[config.mk]
export PLATFORM = sky130hd
export DESIGN_NAME = mclk_ctrl
export DESIGN_NICKNAME = d
export VERILOG_FILES = /design/src/mclk_pkg.sv /design/src/mclk_osc_gate.sv /design/src/mclk_ctrl.sv
export VERILOG_INCLUDE_DIRS = /design/src /design/src/src
export SDC_FILE = /design/constraint.sdc
export NUM_CORES = 1
export LEC_CHECK = 0
export ABC_AREA = 1
export BUFFER_PORTS_ARGS = -buffer_cell sky130_fd_sc_hd__buf_2
export CORE_MARGIN = 3
export CORE_UTILIZATION = 45
export DETAILED_ROUTE_END_ITERATION = 8
export PLACE_DENSITY = 0.74
export SLEW_MARGIN = 20
export SYNTH_ARGS = -nofsm -noshare
export SYNTH_HDL_FRONTEND = slang
export SYNTH_SLANG_ARGS = --single-unit
[constraint.sdc]
create_clock -name pclk -period 6.38 [get_ports pclk]
set_clock_uncertainty 0.15 [all_clocks]
set_input_delay 0.319 -clock pclk [delete_from_list [all_inputs] [get_ports pclk]]
set_output_delay 0.319 -clock pclk [all_outputs]
set_load 0.01 [all_outputs]
[src/mclk_map.svh]
`ifndef MCLK_MAP_SVH
`define MCLK_MAP_SVH

// Register indices; the byte address on the bus is four times the index.
`define MCLK_IDX_SRC_SEL      6'h00
`define MCLK_IDX_PRESCALE     6'h01
`define MCLK_IDX_LOCK         6'h02
`define MCLK_IDX_STATUS       6'h03
`define MCLK_IDX_FAST_CTRL    6'h10
`define MCLK_IDX_FAST_CENTER  6'h11
`define MCLK_IDX_FAST_SLOPE   6'h12
`define MCLK_IDX_SLOW_CTRL    6'h18

// Reset values.
`define MCLK_RST_SRC_SEL      2'h0
`define MCLK_RST_DIVISION_RATIO_FIELD         4'h8
`define MCLK_RST_PEN          1'b1
`define MCLK_RST_RATIO        7'h06

// Field positions.
`define MCLK_PEN_BIT          0
`define MCLK_DIVISION_RATIO_FIELD_LSB         1
`define MCLK_DIVISION_RATIO_FIELD_MSB         4
`define MCLK_LOCK_BIT         0
`define MCLK_KEEP_RUN_BIT     1
`define MCLK_ST_EXT_BIT       7
`define MCLK_ST_SLOW_BIT      5
`define MCLK_ST_FAST_BIT      4
`define MCLK_ST_SWITCH_BIT    0
`define MCLK_SLOPE_LOCK_BIT   7

// Timing counts, in source clock edges or retired instructions.
`define MCLK_OSC_GATE_EDGES   4
`define MCLK_EXT_START_EDGES  2
`define MCLK_GUARD_INSTRS     3'h4

`endif

[src/mclk_pkg.sv]
package mclk_pkg;

  // Main clock source codes as held in the source select field.
  typedef enum logic [1:0] {
    MCLK_SRC_FAST = 2'h0,
    MCLK_SRC_SLOW = 2'h1,
    MCLK_SRC_RSVD = 2'h2,
    MCLK_SRC_EXT  = 2'h3
  } mclk_src_t;

  // Source switch sequencer, Gray coded along idle, pending, commit.
  typedef enum logic [1:0] {
    MCLK_SW_IDLE   = 2'b00,
    MCLK_SW_PEND   = 2'b01,
    MCLK_SW_COMMIT = 2'b11
  } mclk_sw_state_t;

endpackage

[src/mclk_osc_gate.sv]
`timescale 1ns/1ps

module mclk_osc_gate #(
  parameter int unsigned START_EDGES = 4
) (
  // Clock and reset
  input  wire logic pclk,
  input  wire logic presetn,
  // Oscillator side, asynchronous
  input  wire logic osc_clk,
  input  wire logic analog_ready,
  // Control
  input  wire logic request,
  input  wire logic skip_analog,
  // Results
  output logic      osc_level,
  output logic      osc_tick,
  output logic      gate_open
);

  logic       clk_meta_reg;
  logic       clk_sync_reg;
  logic       clk_prev_reg;
  logic       rdy_meta_reg;
  logic       rdy_sync_reg;
  logic [2:0] edge_cnt_reg;

  // Two-flop synchronisers; the first stage feeds only the second, and the edge detect also uses the clk_prev_reg stage.
  always_ff @(posedge pclk or negedge presetn) begin
    if (!presetn) begin
      clk_meta_reg <= 1'b0;
      clk_sync_reg <= 1'b0;
      clk_prev_reg <= 1'b0;
      rdy_meta_reg <= 1'b0;
      rdy_sync_reg <= 1'b0;
    end else begin
      clk_meta_reg <= osc_clk;
      clk_sync_reg <= clk_meta_reg;
      clk_prev_reg <= clk_sync_reg;
      rdy_meta_reg <= analog_ready;
      rdy_sync_reg <= rdy_meta_reg;
    end
  end

  assign osc_level = clk_sync_reg;
  assign osc_tick  = clk_sync_reg & ~clk_prev_reg;

  // The gate opens after the start edges are seen; dropping the request closes it at once.
  always_ff @(posedge pclk or negedge presetn) begin
    if (!presetn) begin
      edge_cnt_reg <= 3'h0;
      gate_open    <= 1'b0;
    end else if (!request) begin
      edge_cnt_reg <= 3'h0;
      gate_open    <= 1'b0;
    end else if (!gate_open && (rdy_sync_reg || skip_analog) && osc_tick) begin
      if (edge_cnt_reg == 3'(START_EDGES - 1)) begin
        gate_open <= 1'b1;
      end
      edge_cnt_reg <= edge_cnt_reg + 3'h1;
    end
  end

endmodule // mclk_osc_gate

[src/mclk_ctrl.sv]
`timescale 1ns/1ps
`include "mclk_map.svh"

// Functional notes
// - A request for the external clock turns its pin into the clock input.
// - External clock counts two edges after a request before it is usable.
// - Guarded writes land only within four instructions after the key is written.
// - Guarded writes outside the window complete but change nothing.
// - All writable registers of this block are guarded by the same key.
// - Source codes: 0 fast RC, 1 slow RC, 3 external, 2 reserved.
// - Ratio codes 0-5 divide 2..64, codes 8-C divide 6,10,12,24,48.
// - Prescaler off passes the main clock undivided whatever the ratio.
// - The ratio may be rewritten while running and takes effect.
// - Lock blocks writes to source, prescaler and active source trims.
// - Once locked, the lock register ignores all access until reset.
// - Status bit 7 shows the external clock has started.
// - Oscillator stable bits show only while that source is requested.
// - Status bit 0 is high while a source switch is pending.
// - Keep-running bit holds an oscillator powered in every mode.
// - An unrequested oscillator delivers no clock even if kept running.
// - Internal oscillator gates open on the fourth source edge after request; keep-running skips analog start-up.
// - A pending switch blocks any further source change until it completes.
// - After reset: fast RC, prescaler on, divide by six.
module mclk_ctrl (
  // Clock and reset
  input  wire logic        pclk,
  input  wire logic        presetn,
  // APB slave
  input  wire logic        psel,
  input  wire logic        penable,
  input  wire logic        pwrite,
  input  wire logic [7:0]  paddr,
  input  wire logic [31:0] pwdata,
  output logic      [31:0] prdata,
  output logic             pready,
  output logic             pslverr,
  // Processor change guard
  input  wire logic        cpu_key_written,
  input  wire logic        cpu_instr_retired,
  // Clock requests and sleep state
  input  wire logic [2:0]  periph_clk_req,
  input  wire logic        sleep_standby,
  // Oscillators and external pin
  input  wire logic        fast_internal_rc,
  input  wire logic        slow_internal_rc,
  input  wire logic        ext_pin_clock_source,
  input  wire logic [1:0]  osc_analog_ready,
  output logic      [1:0]  osc_power_on,
  output logic             ext_pin_as_clock,
  // Fuse values and trims
  input  wire logic [5:0]  fuse_center_trim,
  input  wire logic [3:0]  fuse_slope_trim,
  input  wire logic        fuse_trim_lock,
  output logic      [5:0]  center_trim_field,
  output logic      [3:0]  slope_trim_field,
  // Clock outputs
  output logic             main_clk,
  output logic             main_tick,
  output logic             per_clk,
  output logic             per_tick,
  output logic      [1:0]  main_source_active
);

  logic [1:0]               src_sel_reg;
  logic [3:0]               division_ratio_field_reg;
  logic                     pen_reg;
  logic                     lock_reg;
  logic                     fast_keep_reg;
  logic                     slow_keep_reg;
  logic                     trim_loaded_reg;
  logic [2:0]               guard_cnt_reg;
  logic [1:0]               active_src_reg;
  mclk_pkg::mclk_sw_state_t sw_state_reg;
  logic [6:0]               ratio_act_reg;
  logic                     pen_act_reg;
  logic [6:0]               div_cnt_reg;
  logic                     per_phase_reg;
  logic [2:0]               src_req;
  logic [2:0]               osc_level;
  logic [2:0]               osc_tick;
  logic [2:0]               gate_open;
  logic [2:0]               osc_in;
  logic [2:0]               osc_rdy;
  logic [2:0]               skip_analog;
  logic                     wr_en;
  logic                     guard_open;
  logic                     sw_busy;
  logic                     trim_blocked;
  logic [1:0]               act_i;
  logic [1:0]               new_i;
  logic                     main_level_raw;
  logic                     main_tick_raw;
  logic [6:0]               eff_ratio;
  logic                     div_wrap;
  logic [7:0]               status_byte;
  logic [7:0]               rd_byte;
  logic                     addr_hit_any;

  // Word decode shared by reads, writes and the error answer.
  function automatic logic hit(input logic [7:0] a, input logic [5:0] idx);
    return a == {idx, 2'b00};
  endfunction

  // Source code to gate index: fast 0, slow 1, external 2.
  function automatic logic [1:0] src_idx(input logic [1:0] s);
    if (s == mclk_pkg::MCLK_SRC_SLOW) return 2'd1;
    else if (s == mclk_pkg::MCLK_SRC_EXT) return 2'd2;
    else return 2'd0;
  endfunction

  // Division ratio decode; reserved codes fall back to the smallest ratio.
  function automatic logic [6:0] ratio_of(input logic [3:0] code);
    case (code)
      4'h0: return 7'd2;
      4'h1: return 7'd4;
      4'h2: return 7'd8;
      4'h3: return 7'd16;
      4'h4: return 7'd32;
      4'h5: return 7'd64;
      4'h8: return 7'd6;
      4'h9: return 7'd10;
      4'ha: return 7'd12;
      4'hb: return 7'd24;
      4'hc: return 7'd48;
      default: return 7'd2;
    endcase
  endfunction

  // Bus handshake: zero wait states, error only for an unmapped word.
  assign wr_en        = psel & penable & pwrite;
  assign guard_open   = guard_cnt_reg != 3'h0;
  assign pready       = 1'b1;
  assign addr_hit_any = hit(paddr, `MCLK_IDX_SRC_SEL) | hit(paddr, `MCLK_IDX_PRESCALE) |
                        hit(paddr, `MCLK_IDX_LOCK) | hit(paddr, `MCLK_IDX_STATUS) |
                        hit(paddr, `MCLK_IDX_FAST_CTRL) | hit(paddr, `MCLK_IDX_FAST_CENTER) |
                        hit(paddr, `MCLK_IDX_FAST_SLOPE) | hit(paddr, `MCLK_IDX_SLOW_CTRL);
  assign pslverr      = psel & penable & ~addr_hit_any;

  // Window counter: the key loads it, each retired instruction counts it down.
  always_ff @(posedge pclk or negedge presetn) begin
    if (!presetn) begin
      guard_cnt_reg <= 3'h0;
    end else if (cpu_key_written) begin
      guard_cnt_reg <= `MCLK_GUARD_INSTRS;
    end else if (cpu_instr_retired && guard_open) begin
      guard_cnt_reg <= guard_cnt_reg - 3'h1;
    end
  end

  // A switch in flight freezes the source field so the sequencer never chases a moving target.
  assign sw_busy      = (src_sel_reg != active_src_reg) || (sw_state_reg != mclk_pkg::MCLK_SW_IDLE);
  assign trim_blocked = fuse_trim_lock | (lock_reg & (act_i == 2'd0));

  // Source select and prescaler writes; every one needs the open window.
  always_ff @(posedge pclk or negedge presetn) begin
    if (!presetn) begin
      src_sel_reg <= `MCLK_RST_SRC_SEL;
      division_ratio_field_reg    <= `MCLK_RST_DIVISION_RATIO_FIELD;
      pen_reg     <= `MCLK_RST_PEN;
    end else if (wr_en && guard_open && !lock_reg) begin
      if (hit(paddr, `MCLK_IDX_SRC_SEL)) begin
        if (!sw_busy && pwdata[1:0] != mclk_pkg::MCLK_SRC_RSVD) begin
          src_sel_reg <= pwdata[1:0];
        end
      end else if (hit(paddr, `MCLK_IDX_PRESCALE)) begin
        division_ratio_field_reg <= pwdata[`MCLK_DIVISION_RATIO_FIELD_MSB:`MCLK_DIVISION_RATIO_FIELD_LSB];
        pen_reg  <= pwdata[`MCLK_PEN_BIT];
      end
    end
  end

  // Lock bit: once set it ignores every later write until reset.
  always_ff @(posedge pclk or negedge presetn) begin
    if (!presetn) begin
      lock_reg <= 1'b0;
    end else if (wr_en && guard_open && !lock_reg && hit(paddr, `MCLK_IDX_LOCK)) begin
      lock_reg <= pwdata[`MCLK_LOCK_BIT];
    end
  end

  // Keep-running bits of both internal oscillators.
  always_ff @(posedge pclk or negedge presetn) begin
    if (!presetn) begin
      fast_keep_reg <= 1'b0;
      slow_keep_reg <= 1'b0;
    end else if (wr_en && guard_open) begin
      if (hit(paddr, `MCLK_IDX_FAST_CTRL)) begin
        fast_keep_reg <= pwdata[`MCLK_KEEP_RUN_BIT];
      end else if (hit(paddr, `MCLK_IDX_SLOW_CTRL)) begin
        slow_keep_reg <= pwdata[`MCLK_KEEP_RUN_BIT];
      end
    end
  end

  // Trims come from fuses on the first edge after reset; fuse pins are not reset constants.
  always_ff @(posedge pclk or negedge presetn) begin
    if (!presetn) begin
      trim_loaded_reg   <= 1'b0;
      center_trim_field <= 6'h00;
      slope_trim_field  <= 4'h0;
    end else if (!trim_loaded_reg) begin
      trim_loaded_reg   <= 1'b1;
      center_trim_field <= fuse_center_trim;
      slope_trim_field  <= fuse_slope_trim;
    end else if (wr_en && guard_open && !trim_blocked) begin
      if (hit(paddr, `MCLK_IDX_FAST_CENTER)) begin
        center_trim_field <= pwdata[5:0];
      end else if (hit(paddr, `MCLK_IDX_FAST_SLOPE)) begin
        slope_trim_field <= pwdata[3:0];
      end
    end
  end

  // Requests: peripherals, plus the running main source and a pending target while awake.
  assign act_i = src_idx(active_src_reg);
  assign new_i = src_idx(src_sel_reg);
  always_comb begin
    src_req = periph_clk_req;
    if (!sleep_standby) begin
      src_req[act_i] = 1'b1;
      if (sw_busy) begin
        src_req[new_i] = 1'b1;
      end
    end
  end

  // Power and pin configuration for the three sources.
  assign osc_power_on[0]  = src_req[0] | fast_keep_reg;
  assign osc_power_on[1]  = src_req[1] | slow_keep_reg;
  assign ext_pin_as_clock = src_req[2];

  // Start-up gates; the pin clock has no analog phase.
  assign osc_in      = {ext_pin_clock_source, slow_internal_rc, fast_internal_rc};
  assign osc_rdy     = {1'b1, osc_analog_ready};
  assign skip_analog = {1'b1, slow_keep_reg, fast_keep_reg};
  generate
    for (genvar g = 0; g < 3; g++) begin : g_gate
      mclk_osc_gate #(
        .START_EDGES ((g == 2) ? `MCLK_EXT_START_EDGES : `MCLK_OSC_GATE_EDGES)
      ) u_gate (
        .pclk         (pclk),
        .presetn      (presetn),
        .osc_clk      (osc_in[g]),
        .analog_ready (osc_rdy[g]),
        .request      (src_req[g]),
        .skip_analog  (skip_analog[g]),
        .osc_level    (osc_level[g]),
        .osc_tick     (osc_tick[g]),
        .gate_open    (gate_open[g])
      );
    end
  endgenerate

  // Switch sequencer: wait for the target gate, then commit on its rising edge.
  always_ff @(posedge pclk or negedge presetn) begin
    if (!presetn) begin
      sw_state_reg   <= mclk_pkg::MCLK_SW_IDLE;
      active_src_reg <= `MCLK_RST_SRC_SEL;
    end else begin
      case (sw_state_reg)
        mclk_pkg::MCLK_SW_IDLE: begin
          if (src_sel_reg != active_src_reg) begin
            sw_state_reg <= mclk_pkg::MCLK_SW_PEND;
          end
        end
        mclk_pkg::MCLK_SW_PEND: begin
          if (gate_open[new_i]) begin
            sw_state_reg <= mclk_pkg::MCLK_SW_COMMIT;
          end
        end
        mclk_pkg::MCLK_SW_COMMIT: begin
          if (osc_tick[new_i] && gate_open[new_i]) begin
            active_src_reg <= src_sel_reg;
            sw_state_reg   <= mclk_pkg::MCLK_SW_IDLE;
          end
        end
        default: sw_state_reg <= mclk_pkg::MCLK_SW_IDLE;
      endcase
    end
  end

  // Main clock is the gated level of the active source only.
  assign main_level_raw = osc_level[act_i] & gate_open[act_i];
  assign main_tick_raw  = osc_tick[act_i] & gate_open[act_i];
  assign eff_ratio      = pen_act_reg ? ratio_act_reg : 7'd1;
  assign div_wrap       = div_cnt_reg >= (eff_ratio - 7'd1);

  // Divider; new ratio and enable load only at a period boundary so no pulse is cut short.
  always_ff @(posedge pclk or negedge presetn) begin
    if (!presetn) begin
      div_cnt_reg   <= 7'h00;
      ratio_act_reg <= `MCLK_RST_RATIO;
      pen_act_reg   <= `MCLK_RST_PEN;
      per_phase_reg <= 1'b0;
    end else if (main_tick_raw) begin
      if (div_wrap) begin
        div_cnt_reg   <= 7'h00;
        ratio_act_reg <= ratio_of(division_ratio_field_reg);
        pen_act_reg   <= pen_reg;
        per_phase_reg <= 1'b1;
      end else begin
        div_cnt_reg   <= div_cnt_reg + 7'h01;
        per_phase_reg <= (div_cnt_reg + 7'h01) < {1'b0, eff_ratio[6:1]};
      end
    end
  end

  // Registered clock outputs; bypass copies the main level straight through.
  always_ff @(posedge pclk or negedge presetn) begin
    if (!presetn) begin
      main_clk           <= 1'b0;
      main_tick          <= 1'b0;
      per_clk            <= 1'b0;
      per_tick           <= 1'b0;
      main_source_active <= `MCLK_RST_SRC_SEL;
    end else begin
      main_clk           <= main_level_raw;
      main_tick          <= main_tick_raw;
      per_clk            <= pen_act_reg ? per_phase_reg : main_level_raw;
      per_tick           <= main_tick_raw & div_wrap;
      main_source_active <= active_src_reg;
    end
  end

  // Status: stable bits come from gates that close whenever the request drops.
  always_comb begin
    status_byte                      = 8'h00;
    status_byte[`MCLK_ST_EXT_BIT]    = gate_open[2];
    status_byte[`MCLK_ST_SLOW_BIT]   = gate_open[1];
    status_byte[`MCLK_ST_FAST_BIT]   = gate_open[0];
    status_byte[`MCLK_ST_SWITCH_BIT] = sw_busy;
  end

  // Read decode; the lock register always reads as zero, locked or not.
  always_comb begin
    rd_byte = 8'h00;
    if (hit(paddr, `MCLK_IDX_SRC_SEL)) begin
      rd_byte = {6'h00, src_sel_reg};
    end else if (hit(paddr, `MCLK_IDX_PRESCALE)) begin
      rd_byte = {3'h0, division_ratio_field_reg, pen_reg};
    end else if (hit(paddr, `MCLK_IDX_LOCK)) begin
      rd_byte = 8'h00;
    end else if (hit(paddr, `MCLK_IDX_STATUS)) begin
      rd_byte = status_byte;
    end else if (hit(paddr, `MCLK_IDX_FAST_CTRL)) begin
      rd_byte = {6'h00, fast_keep_reg, 1'b0};
    end else if (hit(paddr, `MCLK_IDX_FAST_CENTER)) begin
      rd_byte = {2'h0, center_trim_field};
    end else if (hit(paddr, `MCLK_IDX_FAST_SLOPE)) begin
      rd_byte = {fuse_trim_lock, 3'h0, slope_trim_field};
    end else if (hit(paddr, `MCLK_IDX_SLOW_CTRL)) begin
      rd_byte = {6'h00, slow_keep_reg, 1'b0};
    end
  end

  // Read data is captured in the setup phase and held through the access phase.
  always_ff @(posedge pclk or negedge presetn) begin
    if (!presetn) begin
      prdata <= 32'h0000_0000;
    end else if (psel && !penable) begin
      prdata <= {24'h00_0000, rd_byte};
    end
  end
endmodule // mclk_ctrl

==> results.json, run 1 <==
{
  "outcome": "completed",
  "tightest_slew_ns": 0.989,
  "viasPerCell": 4.82,
  "leakage_nw": 2.76,
  "ys_seq_area_frac": 0.447,
  "crit_slowest_cell": "dfstp_2",
  "r2r-end": "ratio_act_reg[1]",
  "regArea_sq_um": 2030,
  "drt_first_pass_iters": 5,
  "hold_class": "in -> reg",
  "cap_violations": 0,
  "num_antenna_cells": 0,
  "synth_xor_area_frac": 0.0212,
  "min_to": "division_ratio_field_reg[1]",
  "cts-htree-levels": 3,
  "ys.flop_type": "dfrtp_1",
  "total_power_mw": 1.18,
  "hold_viol": 0,
  "place_congestion": 0.880,
  "clk_pin_slew_ns": 0.08,
  "insertion_delay_ns": 0.35,
  "post-route-util": 0.523,
  "grtUsageTotal": 0.180,
  "synth_edf_count": 0,
  "die_h_um": 107,
  "layout_common_cells": "nand2_1, inv_1, dfrtp_1",
  "synthTopCellsByArea": "dfrtp_1, nand2_1, inv_1, ha_1, buf_4",
  "cp_slowest_stage_delay_ns": 0.67,
  "row_count": 36,
  "path_cells": "nand2_1, nor2_1, nand2_1, a21oi_1, nand2_1, xnor2_1, ha_1, a21oi_1, o21a_1, nand3_1, nand2_2, inv_2, o21ai_0",
  "tritoncts": "yes",
  "final_nets": 736,
  "start_util": 0.463,
  "synth_cells": 573,
  "synthToLayoutAreaGrowth_pct": 13.0,
  "reg2reg_from": "pen_act_reg",
  "startpoint_type": "flip-flop",
  "timing.fmax_mhz": 324,
  "syn_avg_cell_area_sq_um": 7.94,
  "placed_cells": 764,
  "numClockSinks": 81,
  "hp-start": "pwdata[2]",
  "drtIter0Drc": 157,
  "async_reset_ff_frac": 1.00,
  "die_area_sq_um": 11400,
  "cp_common_cell": "nand2_1",
  "grt_max_degree": 82,
  "min_period_ns": 3.08,
  "tns_ns": 0,
  "wirelength_mm": 9.59,
  "power_density_nw_per_um2": 230,
  "dp_hpwl_mm": 7.37,
  "grt_pass1_wl_mm": 16.6,
  "synth_warnings": 0,
  "finalSetupViolCount": 0,
  "synth_top_family_by_area": "simple AND/OR/NAND/NOR gates",
  "timing.final.crit_share": 0.483,
  "synthAdderAreaFrac": 0.0550,
  "holdWs_ns": 0.0668,
  "synth_area_leader_cell": "dfrtp_1",
  "overflow": 0,
  "slew_headroom": 0.338,
  "r2r_cells": 13,
  "cts_made_buffers": 9,
  "layout_commonest_cell": "nand2_1",
  "numPortBuffers": 67,
  "core-area_sq_um": 9820,
  "drive_above_1_share": 0.173,
  "drv_slew": 0,
  "antenna_found_initial": 0,
  "worstPathMaxFanout": 12,
  "clk_path_buf_depth": 2,
  "synth_compound_area_frac": 0.118,
  "fin_cells": 787,
  "cts_resized": 0,
  "vias": 3792,
  "rrSetupSlack_ns": 3.30,
  "endpoint_kind": "flip-flop",
  "root_buffer": "clkbuf_8",
  "arrival_ns": 3.21,
  "synth_mux_area_frac": 0.00688,
  "wire_per_inst_um": 12.2,
  "whs_path_depth": 3,
  "drc": 0,
  "ios": 120,
  "synth-seq-cells": 81,
  "rsz0062_at_grt": "no",
  "grt_pass1_vias": 3719,
  "multi_input_area_sq_um": 2020,
  "ys_types": 39,
  "synth_top_area_frac": 0.418,
  "vdd_drop_max_uv": 130,
  "die_w_um": 107,
  "cp.required_ns": 6.51,
  "path_class": "reg -> reg",
  "synth_area_sq_um": 4550,
  "synth-simple-area-share": 0.221,
  "fill_cells": 920,
  "largest_register_ffs": 9,
  "ant_nets": 0
}
## layer usage
layer,up-vias,GRT usage,share of wire
met5,-,0,0
met4,0,0.0521,0.011
met3,8,0.0437,0.058
met2,110,0.293,0.47
met1,1754,0.241,0.46
li1,1920,-,-
## synth_stat cells (3+ instances only)
cell type / number
nand2_1: 140
inv_1: 83
dfrtp_1: 76
nor2_1: 47
o21ai_0: 40
nand3_1: 35
buf_4: 27
a21oi_1: 25
ha_1: 20
o21ai_2: 10
xor2_1: 9
nor3_1: 6
dfstp_2: 5
nand2_2: 5
inv_2: 4
nor2_2: 4
buf_2: 3
buf_6: 3
## power by group
group / internal [mW] / switching [mW]
clock network: 0.152 / 0.185
logic: 0.101 / 0.156
registers: 0.554 / 0.0335
## layout make-up
class | count | share of cell area
flip-flops and latches | 81 | 0.396
multi-input cells | 395 | 0.394
repair buffers | 74 | 0.0801
inverters | 88 | 0.0643
well taps | 133 | 0.0324
clock buffers | 12 | 0.0282
clock inverters | 4 | 0.00560
## cell families (layout without fill, tap and decap cells)
group / count (synthesis) / count (layout)
compound gates: 91 / 91
mux: 3 / 3
fa+ha+maj: 20 / 20
xor+xnor: 11 / 11
flops: 81 / 81
buf+inv: 122 / 178
simple gates: 243 / 243
other cells: 2 / 27
## metrics by stage
| stage | cell area (sq um) | setup slack (ns) |
|---|---|---|
| floorplan | 4640 | 3.83 |
| global placement | 4890 | 3.38 |
| detailed placement | 4890 | 3.31 |
| CTS | 5130 | 3.30 |
| global route | 5140 | 3.00 |
| finish | 5140 | 3.30 |
## timing repair
| item | CTS | global route |
|---|---|---|
| endpoints found under the hold margin | 7 | 76 |
| buffers inserted | 0 | 0 |
| hold buffers | 6 | 1 |
## worst max path at each step
stage / start / endpoint / cells after the start
floorplan: pen_act_reg / per_phase_reg / 15
global placement: pen_act_reg / ratio_act_reg[1] / 13
detailed placement: pen_act_reg / ratio_act_reg[1] / 13
CTS: pen_act_reg / ratio_act_reg[1] / 13
global route: pen_act_reg / ratio_act_reg[4] / 14
finish: pen_act_reg / ratio_act_reg[1] / 13
## worst max-delay path, delay by kind of cell, from the launching register on
kind | cells | cell delay [ns]
compound gates | 4 | 0.68
xor+xnor | 1 | 0.14
fa+ha+maj | 1 | 0.30
buf+inv | 1 | 0.10
flops | 1 | 0.67
simple gates | 6 | 0.95
No activity file was read; power rests on OpenSTA's default activity.
==> run 2: changes to the inputs <==
clock period = 3.1 ns   (was 6.38 ns; I/O delays follow)
==> results.json, run 2 (synthesized netlist as in run 1, its figures left out) <==
{
  "r2r_cells": 13,
  "endpoint_kind": "flip-flop",
  "numPortBuffers": 67,
  "cts-htree-levels": 3,
  "clk_path_buf_depth": 2,
  "holdWs_ns": 0.0671,
  "die_area_sq_um": 11400,
  "drv_slew": 0,
  "timing.final.crit_share": 0.905,
  "antenna_found_initial": 0,
  "tritoncts": "yes",
  "die_w_um": 107,
  "startpoint_type": "flip-flop",
  "largest_register_ffs": 9,
  "core-area_sq_um": 9820,
  "cp.required_ns": 3.22,
  "place_ws_ns": 0.325,
  "insertion_delay_ns": 0.35,
  "finalSetupViolCount": 0,
  "min_to": "lock_reg",
  "place_congestion": 0.839,
  "tightest_slew_ns": 0.969,
  "drive_above_1_share": 0.172,
  "post-cts-setup-buffer-count": 0,
  "tns_ns": 0,
  "drtIter0Drc": 200,
  "outcome": "completed",
  "rrSetupSlack_ns": 0.29,
  "power_density_nw_per_um2": 476,
  "path_class": "reg -> reg",
  "wirelength_mm": 9.98,
  "ios": 120,
  "num_antenna_cells": 0,
  "grt_pass1_wl_mm": 17.4,
  "overflow": 0,
  "worst_slack_ns": 0.294,
  "hp-start": "paddr[3]",
  "reg2reg_from": "pen_act_reg",
  "cts_hold_buf": 27,
  "hold_class": "in -> reg",
  "layout_commonest_cell": "nand2_1",
  "fill_cells": 935,
  "start_util": 0.463,
  "vdd_drop_max_uv": 219,
  "regArea_sq_um": 2030,
  "wire_per_inst_um": 12.3,
  "die_h_um": 107,
  "r2r-end": "ratio_act_reg[1]",
  "cts_resized": 0,
  "multi_input_area_sq_um": 2020,
  "synthToLayoutAreaGrowth_pct": 18.4,
  "timing.fmax_mhz": 356,
  "hold_viol": 0,
  "vias": 3868,
  "layout_common_cells": "nand2_1, inv_1, dfrtp_1",
  "numClockSinks": 81,
  "rsz0062_at_grt": "no",
  "final_nets": 758,
  "worstPathMaxFanout": 11,
  "cap_violations": 0,
  "drc": 0,
  "clk_pin_slew_ns": 0.09,
  "arrival_ns": 2.92,
  "drt_first_pass_iters": 7,
  "grtUsageTotal": 0.188,
  "leakage_nw": 2.87,
  "root_buffer": "clkbuf_8",
  "dp_hpwl_mm": 7.36,
  "grt_max_degree": 82,
  "whs_path_depth": 5,
  "cts_made_buffers": 9,
  "min_period_ns": 2.81,
  "slew_headroom": 0.351,
  "viasPerCell": 4.78,
  "grt_pass1_vias": 3847,
  "row_count": 36,
  "ant_nets": 0
}
-- run 2: cell types whose count changed in the layout (fill, tap and decap cells not counted) --
| cell | delta |
|---|---|
| inv_6 | +1 |
| bufinv_16 | +1 |
| dlygate4sd3_1 | +20 |
| clkinv_2 | -1 |
| clkbuf_1 | -1 |
| buf_4 | +2 |
-- run 2: through the flow --
| stage | cells | utilization | area [sq um] | power (mW) |
|---|---|---|---|---|
| after floorplan | 598 | - | 4640 | 1.61 |
| after global placement | 766 | 0.500 | 4910 | 1.74 |
| after detailed placement | 766 | 0.500 | 4910 | 1.77 |
| after CTS | 809 | 0.548 | 5380 | 2.59 |
| after global routing | 809 | 0.548 | 5390 | 2.74 |
| final | 809 | 0.548 | 5390 | 2.56 |
-- run 2: critical path, stage by stage (launching register included) --
cell and delay [ns]:
dfstp_2 0.54, nand2_1 0.07, nor2_1 0.13, nand2_1 0.07
a21oi_1 0.27, nand2_1 0.11, xnor2_1 0.14, ha_1 0.30
a21oi_1 0.14, o21a_1 0.13, nand3_1 0.15, nand2_2 0.26
inv_2 0.10, o21ai_0 0.15
-- run 2: worst max-delay path by stage --
stage	from	endpoint	slack, ns	depth (start not counted)
3_5_place_dp	pen_act_reg	ratio_act_reg[3]	0.33	14
5_1_grt	pen_act_reg	ratio_act_reg[1]	0.03	13
2_1_floorplan	pen_act_reg	per_phase_reg	0.55	15
4_1_cts	pen_act_reg	ratio_act_reg[3]	0.29	14
6_report	pen_act_reg	ratio_act_reg[1]	0.29	13
3_3_place_gp	pen_act_reg	ratio_act_reg[1]	0.41	13
-- run 2: layout make-up --
type,instances,share of cell area
timing repair buffer,96,0.116
multi-input combinational,395,0.376
inverter,88,0.0613
clock buffer,11,0.0263
tap,133,0.0309
clock inverter,5,0.0116
sequential,81,0.378
-- run 2: where the power goes --
group,switching [mW],internal (mW)
Sequential,0.0492,1.14
Clock,0.390,0.399
Combinational,0.348,0.238
-- run 2: per-layer routing --
| layer | wire length, um | GRT usage | vias up | share of wire |
|---|---|---|---|---|
| li1 | - | - | 1959 | - |
| met5 | 0 | 0 | - | 0 |
| met3 | 550 | 0.0425 | 15 | 0.055 |
| met1 | 4570 | 0.248 | 1782 | 0.46 |
| met4 | 161 | 0.0575 | 0 | 0.016 |
| met2 | 4700 | 0.311 | 112 | 0.47 |
==> run 3: changes to the inputs <==
MAX_ROUTING_LAYER = met4   (was not set)
==> results.json, run 3 (synthesized netlist as in run 1, its figures left out) <==
{
  "outcome": "completed",
  "post-cts-setup-buffer-count": 0,
  "placed_area_sq_um": 4910,
  "placed_cells": 766,
  "drive_above_1_share": 0.173,
  "vias": 3829,
  "p_switching_mw": 0.809,
  "cp_slowest_stage_delay_ns": 0.54,
  "post-route-util": 0.547,
  "viasPerCell": 4.74,
  "start_util": 0.463,
  "slew_headroom": 0.351,
  "die_area_sq_um": 11400,
  "fill_cells": 944,
  "clk_path_buf_depth": 2,
  "root_buffer": "clkbuf_8",
  "layout_commonest_cell": "nand2_1",
  "wirelength_mm": 9.86,
  "hp-start": "cpu_instr_retired",
  "min_to": "guard_cnt_reg[2]",
  "die_w_um": 107,
  "path_cells": "nand2_1, nor2_1, nand2_1, a21oi_1, nand2_1, xnor2_1, ha_1, a21oi_1, o21a_1, nand3_1, nand2_2, inv_2, o21ai_0",
  "dp_hpwl_mm": 7.35,
  "p_sw_frac": 0.315,
  "drc": 0,
  "clk_pin_slew_ns": 0.09,
  "place_congestion": 0.845,
  "antenna_found_initial": 0,
  "hold_viol": 0,
  "numClockSinks": 81,
  "arrival_ns": 2.95,
  "tns_ns": 0,
  "numPortBuffers": 67,
  "timing.final.crit_share": 0.909,
  "grt_max_degree": 82,
  "rrSetupSlack_ns": 0.28,
  "grt_pass1_vias": 3797,
  "core-area_sq_um": 9820,
  "vdd_drop_max_uv": 227,
  "power_frac_clock": 0.309,
  "ios": 120,
  "seq_power_share": 0.464,
  "final_area_sq_um": 5370,
  "cp.required_ns": 3.23,
  "combPwrFrac": 0.227,
  "layout_common_cells": "nand2_1, inv_1, dfrtp_1",
  "r2r-end": "ratio_act_reg[1]",
  "finalSetupViolCount": 0,
  "intPower_mw": 1.76,
  "path_class": "reg -> reg",
  "overflow": 0,
  "worstPathMaxFanout": 11,
  "critical_path_buf_inv_count": 1,
  "tightest_slew_ns": 0.970,
  "drtIter0Drc": 203,
  "ant_nets": 0,
  "min_period_ns": 2.82,
  "critPathTopFamily": "simple AND/OR/NAND/NOR gates",
  "whs_path_depth": 3,
  "drv_slew": 0,
  "insertion_delay_ns": 0.35,
  "reg2reg_from": "pen_act_reg",
  "rsz0062_at_grt": "no",
  "cts_made_buffers": 9,
  "drt_first_pass_iters": 4,
  "row_count": 36,
  "fin_cells": 808,
  "final_nets": 757,
  "grtUsageTotal": 0.193,
  "grt_pass1_wl_mm": 17.3,
  "largest_register_ffs": 9,
  "hold_class": "in -> reg",
  "endpoint_kind": "flip-flop",
  "cp_common_cell": "nand2_1",
  "synthToLayoutAreaGrowth_pct": 18.1,
  "leakage_nw": 2.88,
  "wire_per_inst_um": 12.2,
  "power_density_nw_per_um2": 478,
  "startpoint_type": "flip-flop",
  "die_h_um": 107,
  "cap_violations": 0,
  "num_antenna_cells": 0,
  "tritoncts": "yes",
  "r2r_cells": 13,
  "total_power_mw": 2.57,
  "crit_slowest_cell": "dfstp_2",
  "timing.fmax_mhz": 355,
  "cts-htree-levels": 3
}
[run 3: worst max path at each step]
stage | startpoint | endpoint | slack (ns) | cells after the start
after floorplan | pen_act_reg | per_phase_reg | 0.55 | 15
final | pen_act_reg | ratio_act_reg[1] | 0.28 | 13
after global placement | pen_act_reg | ratio_act_reg[1] | 0.40 | 13
after global routing | pen_act_reg | ratio_act_reg[1] | 0.02 | 13
after detailed placement | pen_act_reg | ratio_act_reg[1] | 0.29 | 13
after CTS | pen_act_reg | ratio_act_reg[1] | 0.27 | 13
[run 3: worst min-delay path, stage by stage]
cell,delay (ns)
buf_2,0.10
nand2_1,0.12
o21ai_0,0.11
[run 3: area by class of cell]
cell class              instances  area (sq um)  share of cell area
clock buffers                   9           124              0.0231
clock inverters                 7          77.6              0.0144
inverters                      88           330              0.0615
flip-flops and latches         81          2030               0.378
well taps                     133           166              0.0310
repair buffers                 95           617               0.115
multi-input cells             395          2020               0.377
[run 3: repair_timing]
item | CTS | global route
gates resized for setup | 0 | 0
endpoints found under the hold margin | 105 | 0
hold buffers | 26 | 0
[run 3: power by group through the flow]
stage | sequential [mW] | combinational [mW] | clock, mW
floorplan | 1.21 | 0.403 | 0
finish | 1.19 | 0.582 | 0.793
CTS | 1.19 | 0.585 | 0.816
detailed placement | 1.21 | 0.556 | 0
global placement | 1.21 | 0.536 | 0
global route | 1.20 | 0.678 | 0.864
[run 3: metrics by stage]
| stage | setup WS, ns | hold WS, ns |
|---|---|---|
| final | 0.282 | 0.0280 |
| after global routing | 0.0165 | 0.0389 |
| after CTS | 0.271 | 0.00335 |
| after detailed placement | 0.289 | 0.116 |
| after global placement | 0.404 | 0.116 |
| after floorplan | 0.552 | -0.291 |
[run 3: routing by layer]
layer | global-route usage | vias to the layer above | share of wire
met2 | 0.305 | 109 | 0.47
met5 | - | - | 0
met3 | 0.0401 | 8 | 0.054
li1 | - | 1954 | -
met1 | 0.256 | 1758 | 0.46
met4 | 0.0484 | 0 | 0.0086
